File: config.mk
export PLATFORM = sky130hd
export DESIGN_NAME = timer_counter16
export DESIGN_NICKNAME = d
export VERILOG_FILES = /design/src/pkg/timer_pkg.sv /design/src/verilog/timer_prescaler.sv /design/src/verilog/timer_counter16.sv
export VERILOG_INCLUDE_DIRS = /design/src /design/src/pkg
export SDC_FILE = /design/constraint.sdc
export NUM_CORES = 1
export LEC_CHECK = 0
export BUFFER_PORTS_ARGS = -buffer_cell sky130_fd_sc_hd__buf_4
export CAP_MARGIN = 40
export CORE_AREA = 2 2 82 123
export DETAILED_ROUTE_END_ITERATION = 12
export DIE_AREA = 0 0 84 125
export PLACE_DENSITY = 0.61
export RECOVER_POWER = 50
export SYNTH_ARGS = -nofsm -noshare
export SYNTH_HDL_FRONTEND = slang
export SYNTH_SLANG_ARGS = --single-unit
File: constraint.sdc
create_clock -name clk_sys -period 2.1 [get_ports clk_sys]
set_clock_uncertainty 0.1 [all_clocks]
set_input_delay 0.105 -clock clk_sys [delete_from_list [all_inputs] [get_ports clk_sys]]
set_output_delay 0.105 -clock clk_sys [all_outputs]
set_load 0.05 [all_outputs]
File: src/pkg/timer_params.svh
// Register map, field positions and reset values of the 16-bit timer/counter
`ifndef TIMER_PARAMS_SVH
`define TIMER_PARAMS_SVH

`define TC_OFF_COUNT_LOW   8'h00
`define TC_OFF_COUNT_HIGH  8'h04
`define TC_OFF_IRQ_STATUS  8'h08
`define TC_OFF_CONTROL     8'h10
`define TC_OFF_IRQ_ENABLE  8'h14
`define TC_OFF_IRQ_CLEAR   8'h18
`define TC_OFF_PORT_DIR    8'h1C
`define TC_OFF_PORT_DATA   8'h20

`define TC_OVF_BIT         0
`define TC_CTRL_MASK       8'h3F
`define TC_CTRL_RST        8'h00
`define TC_COUNT_RST       16'h0000
`define TC_COUNT_MAX       16'hFFFF
`define TC_DIR_RST         2'h3
`define TC_LATCH_RST       2'h0
`define TC_INSTR_LAST      2'h3
`define TC_PS_DIV1         2'h0
`define TC_PS_DIV2         2'h1
`define TC_PS_DIV4         2'h2
`define TC_PS_DIV8         2'h3
`define TC_PRESC_LAST1     3'h0
`define TC_PRESC_LAST2     3'h1
`define TC_PRESC_LAST4     3'h3
`define TC_PRESC_LAST8     3'h7

`endif

File: src/pkg/timer_pkg.sv
// Types shared by the timer/counter and its prescaler
package timer_pkg;

  typedef struct packed {
    logic [1:0] unused;
    logic       prescale_select_hi;
    logic       prescale_select_lo;
    logic       crystal_osc_enable;
    logic       sync_disable;
    logic       clock_source_select;
    logic       run_enable;
  } control_s;

  typedef struct packed {
    control_s    ctrl;
    logic [15:0] count;
    logic        ovf;
    logic        irq_en;
    logic        irq;
    logic [1:0]  dir;
    logic [1:0]  port_latch;
    logic [1:0]  pin_out;
    logic [1:0]  pin_oe;
    logic        src_prev;
    logic [1:0]  instr_div;
    logic [1:0]  sync_pipe;
    logic [31:0] prdata;
    logic        pready;
    logic        pslverr;
  } timer_state_s;

  typedef struct packed {
    logic [2:0] count;
    logic       tick;
  } presc_state_s;

endpackage

File: src/verilog/timer_prescaler.sv
// Two-bit selectable input prescaler for the timer/counter
`timescale 1ns/1ps
`include "timer_params.svh"

module timer_prescaler
(
  input  wire logic       clk_sys,
  input  wire logic       reset,
  input  wire logic       edge_in,
  input  wire logic       clear,
  input  wire logic [1:0] select,
  output logic            tick
);

  timer_pkg::presc_state_s state_r;
  timer_pkg::presc_state_s state_nxt;
  logic [2:0]              last;

  always_comb
  begin
    unique case (select)
      `TC_PS_DIV2: last = `TC_PRESC_LAST2;
      `TC_PS_DIV4: last = `TC_PRESC_LAST4;
      `TC_PS_DIV8: last = `TC_PRESC_LAST8;
      `TC_PS_DIV1: last = `TC_PRESC_LAST1;
    endcase
    state_nxt = state_r;
    state_nxt.tick = 1'b0;
    if (clear)
    begin
      state_nxt.count = 3'h0;
    end
    else if (edge_in)
    begin
      if (state_r.count >= last)
      begin
        state_nxt.count = 3'h0;
        state_nxt.tick = 1'b1;
      end
      else
      begin
        state_nxt.count = 3'(state_r.count + 3'h1);
      end
    end
  end

  always_ff @(posedge clk_sys)
  begin
    if (reset)
    begin
      state_r <= '0;
    end
    else
    begin
      state_r <= state_nxt;
    end
  end

  assign tick = state_r.tick;
endmodule

File: src/verilog/timer_counter16.sv
// 16-bit timer/counter with prescaler, compare reset, APB registers and interrupt
`timescale 1ns/1ps
`include "timer_params.svh"

// Operation
// - Sixteen-bit count in high and low bytes, counts up and wraps to zero.
// - Wrap from FFFFh sets sticky overflow flag until software clears it.
// - Overflow interrupt raised only while overflow interrupt enable is set.
// - Timer mode increments once per instruction cycle, clock divided by four.
// - Counter mode increments on each rising edge of the external input.
// - Counting happens only while the run enable bit zero is set.
// - Either compare unit's special event trigger resets the counter.
// - Crystal enable forces both oscillator pins to inputs reading zero.
// - Prescale field bits 5-4: code 10 divides by four, 01 by two.
// - Counter mode with sync enabled synchronizes prescaled input before counting.
// - Timer mode ignores the sync disable bit.
// - Prescaler ahead of synchronizer, synchronization follows prescaler output.
// - Counter mode takes oscillator input pin if crystal enabled, else clock pin.
// - Synchronized counter mode stops counting in sleep; prescaler keeps counting.
// - Unsynchronized counter mode keeps counting in sleep and can raise interrupt.
// - Compare trigger clears counter; simultaneous register write takes precedence.
// - Writing either count byte clears the prescaler.
// - Control register resets to zero, stopping timer with one-to-one prescale.
module timer_counter16
(
  input  wire logic        clk_sys,
  input  wire logic        reset,
  input  wire logic        psel,
  input  wire logic        penable,
  input  wire logic        pwrite,
  input  wire logic [7:0]  paddr,
  input  wire logic [31:0] pwdata,
  output logic [31:0]      prdata,
  output logic             pready,
  output logic             pslverr,
  input  wire logic [1:0]  pin_in,
  output logic [1:0]       pin_out,
  output logic [1:0]       pin_oe,
  input  wire logic        cmp1_trigger,
  input  wire logic        cmp2_trigger,
  input  wire logic        sleep,
  output logic             irq
);

  timer_pkg::timer_state_s state_r;
  timer_pkg::timer_state_s state_nxt;
  logic [7:0]              addr;
  logic                    access;
  logic                    wr;
  logic                    wr_low;
  logic                    wr_high;
  logic                    trig;
  logic                    counter_mode;
  logic                    synced;
  logic                    src_level;
  logic                    src_rise;
  logic                    instr_tick;
  logic                    presc_in;
  logic                    presc_tick;
  logic                    presc_clear;
  logic                    inc;
  logic                    ovf_set;
  logic                    ovf_clr;
  logic                    hit;
  logic [31:0]             rd_data;
  logic [1:0]              pins_read;

  assign addr         = {paddr[7:2], 2'h0};
  assign access       = psel && penable;
  assign wr           = access && pwrite && state_r.pready && !state_r.pslverr;
  assign wr_low       = wr && addr == `TC_OFF_COUNT_LOW;
  assign wr_high      = wr && addr == `TC_OFF_COUNT_HIGH;
  assign trig         = cmp1_trigger || cmp2_trigger;
  assign counter_mode = state_r.ctrl.clock_source_select;
  assign synced       = counter_mode && !state_r.ctrl.sync_disable;
  assign presc_clear  = wr_low || wr_high;

  // Pin choice follows the crystal enable
  assign src_level  = state_r.ctrl.crystal_osc_enable ? pin_in[1] : pin_in[0];
  assign src_rise   = src_level && !state_r.src_prev;
  assign instr_tick = !sleep && state_r.instr_div == `TC_INSTR_LAST;
  assign presc_in   = state_r.ctrl.run_enable
                      && (counter_mode ? src_rise : instr_tick);

  timer_prescaler timer_prescaler_i
  (
    .clk_sys (clk_sys),
    .reset   (reset),
    .edge_in (presc_in),
    .clear   (presc_clear),
    .select  ({state_r.ctrl.prescale_select_hi, state_r.ctrl.prescale_select_lo}),
    .tick    (presc_tick)
  );

  // Synchronized path waits on the phase pipeline, unsynchronized path counts at once
  assign inc = state_r.ctrl.run_enable
               && (synced ? state_r.sync_pipe[1] : presc_tick);

  assign ovf_set   = inc && !presc_clear && !trig && state_r.count == `TC_COUNT_MAX;
  assign ovf_clr   = wr && addr == `TC_OFF_IRQ_CLEAR && pwdata[`TC_OVF_BIT];
  assign pins_read = state_r.ctrl.crystal_osc_enable ? 2'h0 : pin_in;

  always_comb
  begin
    hit     = 1'b1;
    rd_data = 32'h0;
    unique case (addr)
      `TC_OFF_COUNT_LOW:  rd_data = {24'h0, state_r.count[7:0]};
      `TC_OFF_COUNT_HIGH: rd_data = {24'h0, state_r.count[15:8]};
      `TC_OFF_IRQ_STATUS: rd_data = {31'h0, state_r.ovf};
      `TC_OFF_CONTROL:    rd_data = {24'h0, state_r.ctrl};
      `TC_OFF_IRQ_ENABLE: rd_data = {31'h0, state_r.irq_en};
      `TC_OFF_IRQ_CLEAR:  rd_data = 32'h0;
      `TC_OFF_PORT_DIR:   rd_data = {30'h0, state_r.dir};
      `TC_OFF_PORT_DATA:  rd_data = {30'h0, pins_read};
      default:            hit = 1'b0;
    endcase
  end

  always_comb
  begin
    state_nxt = state_r;
    state_nxt.pready = 1'b0;
    state_nxt.pslverr = 1'b0;
    if (access && !state_r.pready)
    begin
      state_nxt.pready = 1'b1;
      state_nxt.pslverr = !hit;
      state_nxt.prdata = pwrite ? state_r.prdata : rd_data;
    end

    state_nxt.src_prev = src_level;
    state_nxt.instr_div = sleep ? state_r.instr_div
                                : 2'(state_r.instr_div + 2'h1);
    // Synchronizer is off in sleep
    state_nxt.sync_pipe = {state_r.sync_pipe[0], presc_tick && !sleep};

    // Write beats trigger beats increment
    if (wr_low)
    begin
      state_nxt.count[7:0] = pwdata[7:0];
    end
    else if (wr_high)
    begin
      state_nxt.count[15:8] = pwdata[7:0];
    end
    else if (trig)
    begin
      state_nxt.count = `TC_COUNT_RST;
    end
    else if (inc)
    begin
      state_nxt.count = 16'(state_r.count + 16'h0001);
    end

    state_nxt.ovf = ovf_set || (state_r.ovf && !ovf_clr);

    if (wr && addr == `TC_OFF_CONTROL)
    begin
      state_nxt.ctrl = timer_pkg::control_s'(pwdata[7:0] & `TC_CTRL_MASK);
    end
    if (wr && addr == `TC_OFF_IRQ_ENABLE)
    begin
      state_nxt.irq_en = pwdata[`TC_OVF_BIT];
    end
    if (wr && addr == `TC_OFF_PORT_DIR)
    begin
      state_nxt.dir = pwdata[1:0];
    end
    if (wr && addr == `TC_OFF_PORT_DATA)
    begin
      state_nxt.port_latch = pwdata[1:0];
    end

    state_nxt.irq = state_nxt.ovf && state_nxt.irq_en;
    state_nxt.pin_oe = ~state_nxt.dir & {2{!state_nxt.ctrl.crystal_osc_enable}};
    state_nxt.pin_out = state_nxt.port_latch;
  end

  always_ff @(posedge clk_sys)
  begin
    if (reset)
    begin
      state_r <= '0;
      state_r.ctrl <= timer_pkg::control_s'(`TC_CTRL_RST);
      state_r.count <= `TC_COUNT_RST;
      state_r.dir <= `TC_DIR_RST;
      state_r.port_latch <= `TC_LATCH_RST;
    end
    else
    begin
      state_r <= state_nxt;
    end
  end

  assign prdata  = state_r.prdata;
  assign pready  = state_r.pready;
  assign pslverr = state_r.pslverr;
  assign pin_out = state_r.pin_out;
  assign pin_oe  = state_r.pin_oe;
  assign irq     = state_r.irq;
endmodule

==> results.md, run 1 <==
- Status: complete, no violations
- Relative slew slack: 0.438
- Worst EP required: 2.22 ns
- Detailed Place HPWL: approximately 6200 um
- Final Instance Count excl. Fillers: 530
- Number of global-route vias before repair: 2674
- Startpoint types: register
- Buffers added on ports: 38
- DR vias: approximately 2800
- EDFF count, synth: 0
- First-pass GRT wire length: 13100 um
- Busiest grt layer: met2
- Synth area leader: dfxtp_1
- Starting Density: 0.318
- Largest net degree at the start of global routing: 48
- Measured slew at the worst slew-check pin: 0.831 ns
- Placed Area: around 3500 um2
- Period minus WS final: ~2.1 ns
- Post-synth ARST share: 0
- Share of cells above drive strength 1: 0.222
- Worst min path class: in2reg
- Grt ovf: 0
- Final WL: 8110 um
- Internal power: 1770 uW
- Post-synthesis cell type count: 62
- Area delta synth->final: 22.2%
- Max VDD drop: 0.475 mV
- # clock sinks: 50
- DR vias/cell: 5.28
- Rows: 44
- Die height: 125 um
- Worst-Skew Late Latency: 0.30 ns
- LEAKAGE: between 0.001 and 0.0015 uW
- Cell Count Post-Placement: just over 500
- Residual DRC: 0
- Initial antenna violation count: 0
- Final setup violation count: 0
- Max-cap viol count: 0
- Clock transition at the registers of the reported paths: approximately 0.070 ns
- Root Buffer: clkbuf_16
- Final slew viol count: 0
- GRT Total Usage: 0.154
- Die area: 10500 um2
- Post-synth top area share: 0.330
- Number of diodes: 0
- Crit share post-route: 0.979
- Hold Vio Cnt, Final: 0
- Setup ws final: 0.0438 ns
- H-tree depth: 2
- CTS buffer count: 5
- Worst Setup End Kind: register
- First drt pass iteration count: 8
- # IOs: 89
- Synthesized instance count: 355
- Mapped cell area: just over 3000 um2
- Clock Path Buffers: 2
- Final ANT Viol Nets: 0
- WL per Instance: approximately 15 um
- Clk pwr share: 0.458
- Setup CP Type: reg2reg
- Pre-CTS setup slack: -0.250 ns
- Met3 Use GR: 0.0284
- CP max FO: 4
- Pwr/cell area: 635 nW/um2
- Seq pwr share: 0.415
- Grt met1 use: 0.175
- Global Route met2 Usage: 0.270
- Final design utilization: 0.389
- CTS tree: done
- Avg Inst Size Synth: 8.54 um2
- Die width: 84 um
- CP arrival: 2.18 ns
- Final instance area: approximately 3700 um2
- Synth top area cells: dfxtp_1 (33%), buf_4 (9.2%), mux2i_1 (5.0%)
- Setup Fix Bufs, Post-CTS: 0
- CORE AREA: 9520 um2
- FF+latch count, synth: 50
- Post-synthesis sequential area ratio: 0.330
- Sw Ratio: 0.250
- DR iter-0 viols: about 200
- F_max: 0.486 GHz
- Ys flop type: dfxtp_1
- Routability congestion estimate: 0.954
- Combinational group share of total power: 0.128
- Synthesis Warnings: 0
- NumNets Final: 470
- Switching pwr: 588 uW
- RSZ-0062 raised after global routing: yes
cell type report:
class	instances	area [um2]
fill	981	5820
multi-input combinational	267	1760
sequential	50	1000
timing repair buffer	85	583
tap	115	144
clock buffer	6	139
clock inverter	2	60.1
inverter	5	18.8
stage by stage:
| stage | setup TNS, ns | hold WS, ns | power [uW] |
|---|---|---|---|
| global placement | -1.82 | 0.214 | 1290 |
| floorplan | 0 | 0.0811 | 1240 |
| global route | -0.0585 | 0.0239 | 2440 |
| finish | 0 | 0.00604 | 2350 |
| detailed placement | -2.59 | 0.220 | 1300 |
| CTS | 0 | 0.00838 | 2380 |
state kept, by name (all words and copies together), names as in the netlist, 2 cells and up:
| name | count |
|---|---|
| state_r | 29 |
| pin_oe | 2 |
| timer_prescaler_i.state_r | 3 |
| prdata | 8 |
| pin_out | 2 |
cells in the mapped netlist (all sizes together), types with 4 or more instances:
master and n:
dfxtp 50, a21oi 16, clkbuf 13, ha 6, nand4 6, nor3b 4
nor3 8, a22oi 5, buf 43, nor2b 6, nand3 13, nand2 16
nor2 39, nor4 9, or2 5, nand2b 8, mux2i 15, a222oi 4
a211oi 13, inv 5, o21ai 12, a311oi 5
worst max-delay path, cell delays in order (launching register included):
cell and delay, ns:
dfxtp_2 0.34, nand4_1 0.19, nor4_1 0.08, buf_4 0.17
buf_4 0.14, nor4b_1 0.69, a32oi_1 0.11, a21oi_1 0.17
placed cells by master (no fill, tap or decap), types with 3 or more instances in the layout:
cell           count
nor3_1             7
nand3_1           13
a21oi_1           15
nand2b_1           8
nand2_1           16
dlygate4sd3_1      5
conb_1            24
and3b_1            3
buf_4             60
or2_2              4
nor2b_1            6
xor2_1             3
and3_1             3
ha_1               5
a22oi_1            5
clkbuf_16          5
a211oi_1          10
clkbuf_1          18
a211oi_2           3
a311oi_1           4
o21ai_1            3
nor3b_1            4
a31oi_1            3
o21ai_0            8
nor2_1            39
a222oi_1           4
inv_1              5
nand4_1            6
dfxtp_1           49
nor4b_1            3
a32oi_1            3
or3_1              3
nor4_1             7
mux2i_1           15
worst paths after layout:
path | start | to | slack, ns | cells after the start
worst min register to register | state_nxt[35] | state_r[35] | 0.35 | 1
worst max register to register | pready | state_r[55] | 0.04 | 7
worst max-delay path | pready | state_r[55] | 0.04 | 7
worst min-delay path | pin_in[0] | state_r[38] | 0.006 | 3
routing by layer:
layer,wire (um),vias to the layer above
met3,449,21
met2,4120,117
met5,0,-
met4,323,0
li1,-,1362
met1,3230,1298
kinds of logic after synthesis:
logic type / count (synthesis) / synth area share
adder cells (fa/ha/maj): 6 / 0.0248
buffers and inverters: 61 / 0.130
flip-flops: 50 / 0.330
AO/OA/AOI/OAI: 81 / 0.203
AND/OR/NAND/NOR: 135 / 0.243
XOR/XNOR: 5 / 0.0144
multiplexers: 16 / 0.0532
other: 1 / 0.00124
power by group through the flow:
| stage | clock network, uW | registers [uW] | logic, uW |
|---|---|---|---|
| floorplan | 0 | 1000 | 244 |
| detailed placement | 0 | 998 | 300 |
| CTS | 1100 | 976 | 308 |
| global route | 1140 | 978 | 320 |
| finish | 1080 | 976 | 300 |
| global placement | 0 | 996 | 297 |
repair_timing:
action                                  4_1_cts  5_1_grt
hold endpoints to repair                      6        0
gates resized for setup                       0        5
endpoints found under the setup margin        0        8
hold buffers                                  5        0
(Power assumes the default switching activity.)
==> run 2, diff against run 1 <==
Settings changed: HOLD_SLACK_MARGIN from default to 0.1.
==> run 2 against run 1 <==
Against the previous run: critical path type unchanged; critical path depth is the same; fmax shrank 0.10%; via count grew 0.82%.
==> results.md, run 2 (synthesized netlist as in run 1, its figures left out) <==
- Final design utilization: 0.400 (+0.0109)
- Area delta synth->final: 25.6%
- Worst EP required: 2.23 ns (about the same)
- Combinational group share of total power: 0.133 (+0.005)
- Clock Path Buffers: 2 (unchanged)
- Number of diodes: 0 (unchanged)
- First drt pass iteration count: 7 (-1)
- F_max: 0.486 GHz (-0.10%)
- RSZ-0062 raised after global routing: yes
- Fillers: 985 (+0.41%)
- Crit share post-route: 0.980 (+0.000984)
- Number of global-route vias before repair: 2718 (+1.6%)
- Switching pwr: 592 uW (+0.68%)
- Setup CP Type: reg2reg
- Setup Fix Bufs, Post-CTS: 0 (unchanged)
- Share of cells above drive strength 1: 0.219 (-0.00286)
- DR iter-0 viols: 341 (+68%)
- # clock sinks: 50 (unchanged)
- Die area: 10500 um2 (unchanged)
- Die height: 125 um (unchanged)
- WL per Instance: 15.3 um (about the same)
- Detailed Place HPWL: 6180 um (unchanged)
- CP arrival: 2.18 ns (about the same)
- Hold Vio Cnt, Final: 0 (unchanged)
- R2R Setup Slk: 0.04 ns (about the same)
- Max FFs per register: 29 (unchanged)
- Worst min path class: in2reg
- # IOs: 89 (unchanged)
- Relative slew slack: 0.439 (+0.000913)
- Largest net degree at the start of global routing: 48 (unchanged)
- Area of the multi-input gates: 1760 um2 (unchanged)
- CORE AREA: 9520 um2 (unchanged)
- Measured slew at the worst slew-check pin: 0.829 ns (-0.00135 ns)
- Initial antenna violation count: 0 (unchanged)
- CTS buffer count: 5 (unchanged)
- Pwr/cell area: 622 nW/um2 (-2.0%)
- Grt ovf: 0 (unchanged)
- Root Buffer: clkbuf_16
- Status: complete, no violations
- DR vias: 2821 (+0.82%)
- Residual DRC: 0 (unchanged)
- LEAKAGE: 0.00141 uW (+3.2%)
- Die width: 84 um (unchanged)
- Rows: 44 (unchanged)
- Internal power: 1780 uW (+0.72%)
- Most frequent cells in the layout: buf_4 (60), dfxtp_1 (49), nor2_1 (39)
- Clock transition at the registers of the reported paths: 0.06 ns (about the same)
- H-tree depth: 2 (unchanged)
- CTS tree: done
- Most common cell after layout, fill and taps aside: buf_4
- Sw Ratio: 0.250 (about the same)
- GRT Total Usage: 0.157 (+0.00231)
- Clk pwr share: 0.455 (-0.003)
- Max-cap viol count: 0 (unchanged)
- Max VDD drop: 0.475 mV (about the same)
- Most flop-heavy register: state_r
- CP max FO: 4 (unchanged)
- Final ANT Viol Nets: 0 (unchanged)
- Cell Count Post-Placement: 517 (unchanged)
- Buffers added on ports: 38 (unchanged)
- Final Instance Count excl. Fillers: 540 (+1.9%)
- Starting Density: 0.318 (unchanged)
- Routability congestion estimate: 0.954 (unchanged)
- Worst Setup End Kind: register
- Seq pwr share: 0.412 (-0.003)
- Final slew viol count: 0 (unchanged)
- Period minus WS final: 2.06 ns (+0.00207 ns)
- Final setup violation count: 0 (unchanged)
- Worst-Skew Late Latency: 0.30 ns (about the same)
- First-pass GRT wire length: 13300 um (+1.4%)
- Final WL: 8270 um (+1.9%)
- DR vias/cell: 5.22 (-1.0%)
- FF/Latch Area: 1000 um2 (unchanged)
- Startpoint types: register
- NumNets Final: 480 (+2.1%)
run 2: timing repair:
item / CTS / global route
hold endpoints to repair: 28 / 0
hold buffers: 15 / 0
endpoints found under the setup margin: 0 / 8
gates resized for setup: 0 / 5
run 2: worst paths after layout:
kind | endpoint | cells past startpoint | startpoint
worst max-delay path | state_r[55] | 7 | pready
worst max register to register | state_r[55] | 7 | pready
worst min-delay path | pslverr | 3 | paddr[3]
worst min register to register | state_r[35] | 1 | state_nxt[35]
run 2: critical path: stages (launching register included):
cell and delay [ns]:
dfxtp_2 0.34, nand4_1 0.19, nor4_1 0.08, buf_4 0.17, buf_4 0.14, nor4b_1 0.68, a32oi_1 0.11, a21oi_1 0.17
run 2: cell type report:
cell class | count | area share
clock buffer | 6 | 0.0365
clock inverter | 2 | 0.0158
inverter | 5 | 0.00493
multi-input combinational | 267 | 0.462
sequential | 50 | 0.263
tap | 115 | 0.0378
timing repair buffer | 95 | 0.180
run 2: power by group through the flow:
stage	clock, uW	combinational, uW	sequential (uW)
after floorplan	0	244	1000
after global placement	0	297	996
after detailed placement	0	300	998
after CTS	1100	323	976
after global routing	1140	337	978
final	1080	316	976
run 2: per-stage QoR:
stage	TNS (ns)	setup WS, ns	area [um2]	total power, uW	hold slack, ns
after global placement	-1.82	-0.225	3490	1290	0.214
after global routing	-0.0747	-0.0268	3810	2450	0.152
final	0	0.0418	3810	2370	0.111
after floorplan	0	0.133	3120	1240	0.0811
after CTS	0	0.0158	3840	2400	0.103
after detailed placement	-2.59	-0.250	3490	1300	0.220
run 2: per-layer routing:
metal | GRT usage | vias to the layer above | part of all wire
met1 | 0.176 | 1313 | 0.40
met5 | 0 | - | 0
li1 | - | 1379 | -
met2 | 0.277 | 107 | 0.51
met3 | 0.0284 | 22 | 0.052
met4 | 0.0844 | 0 | 0.040
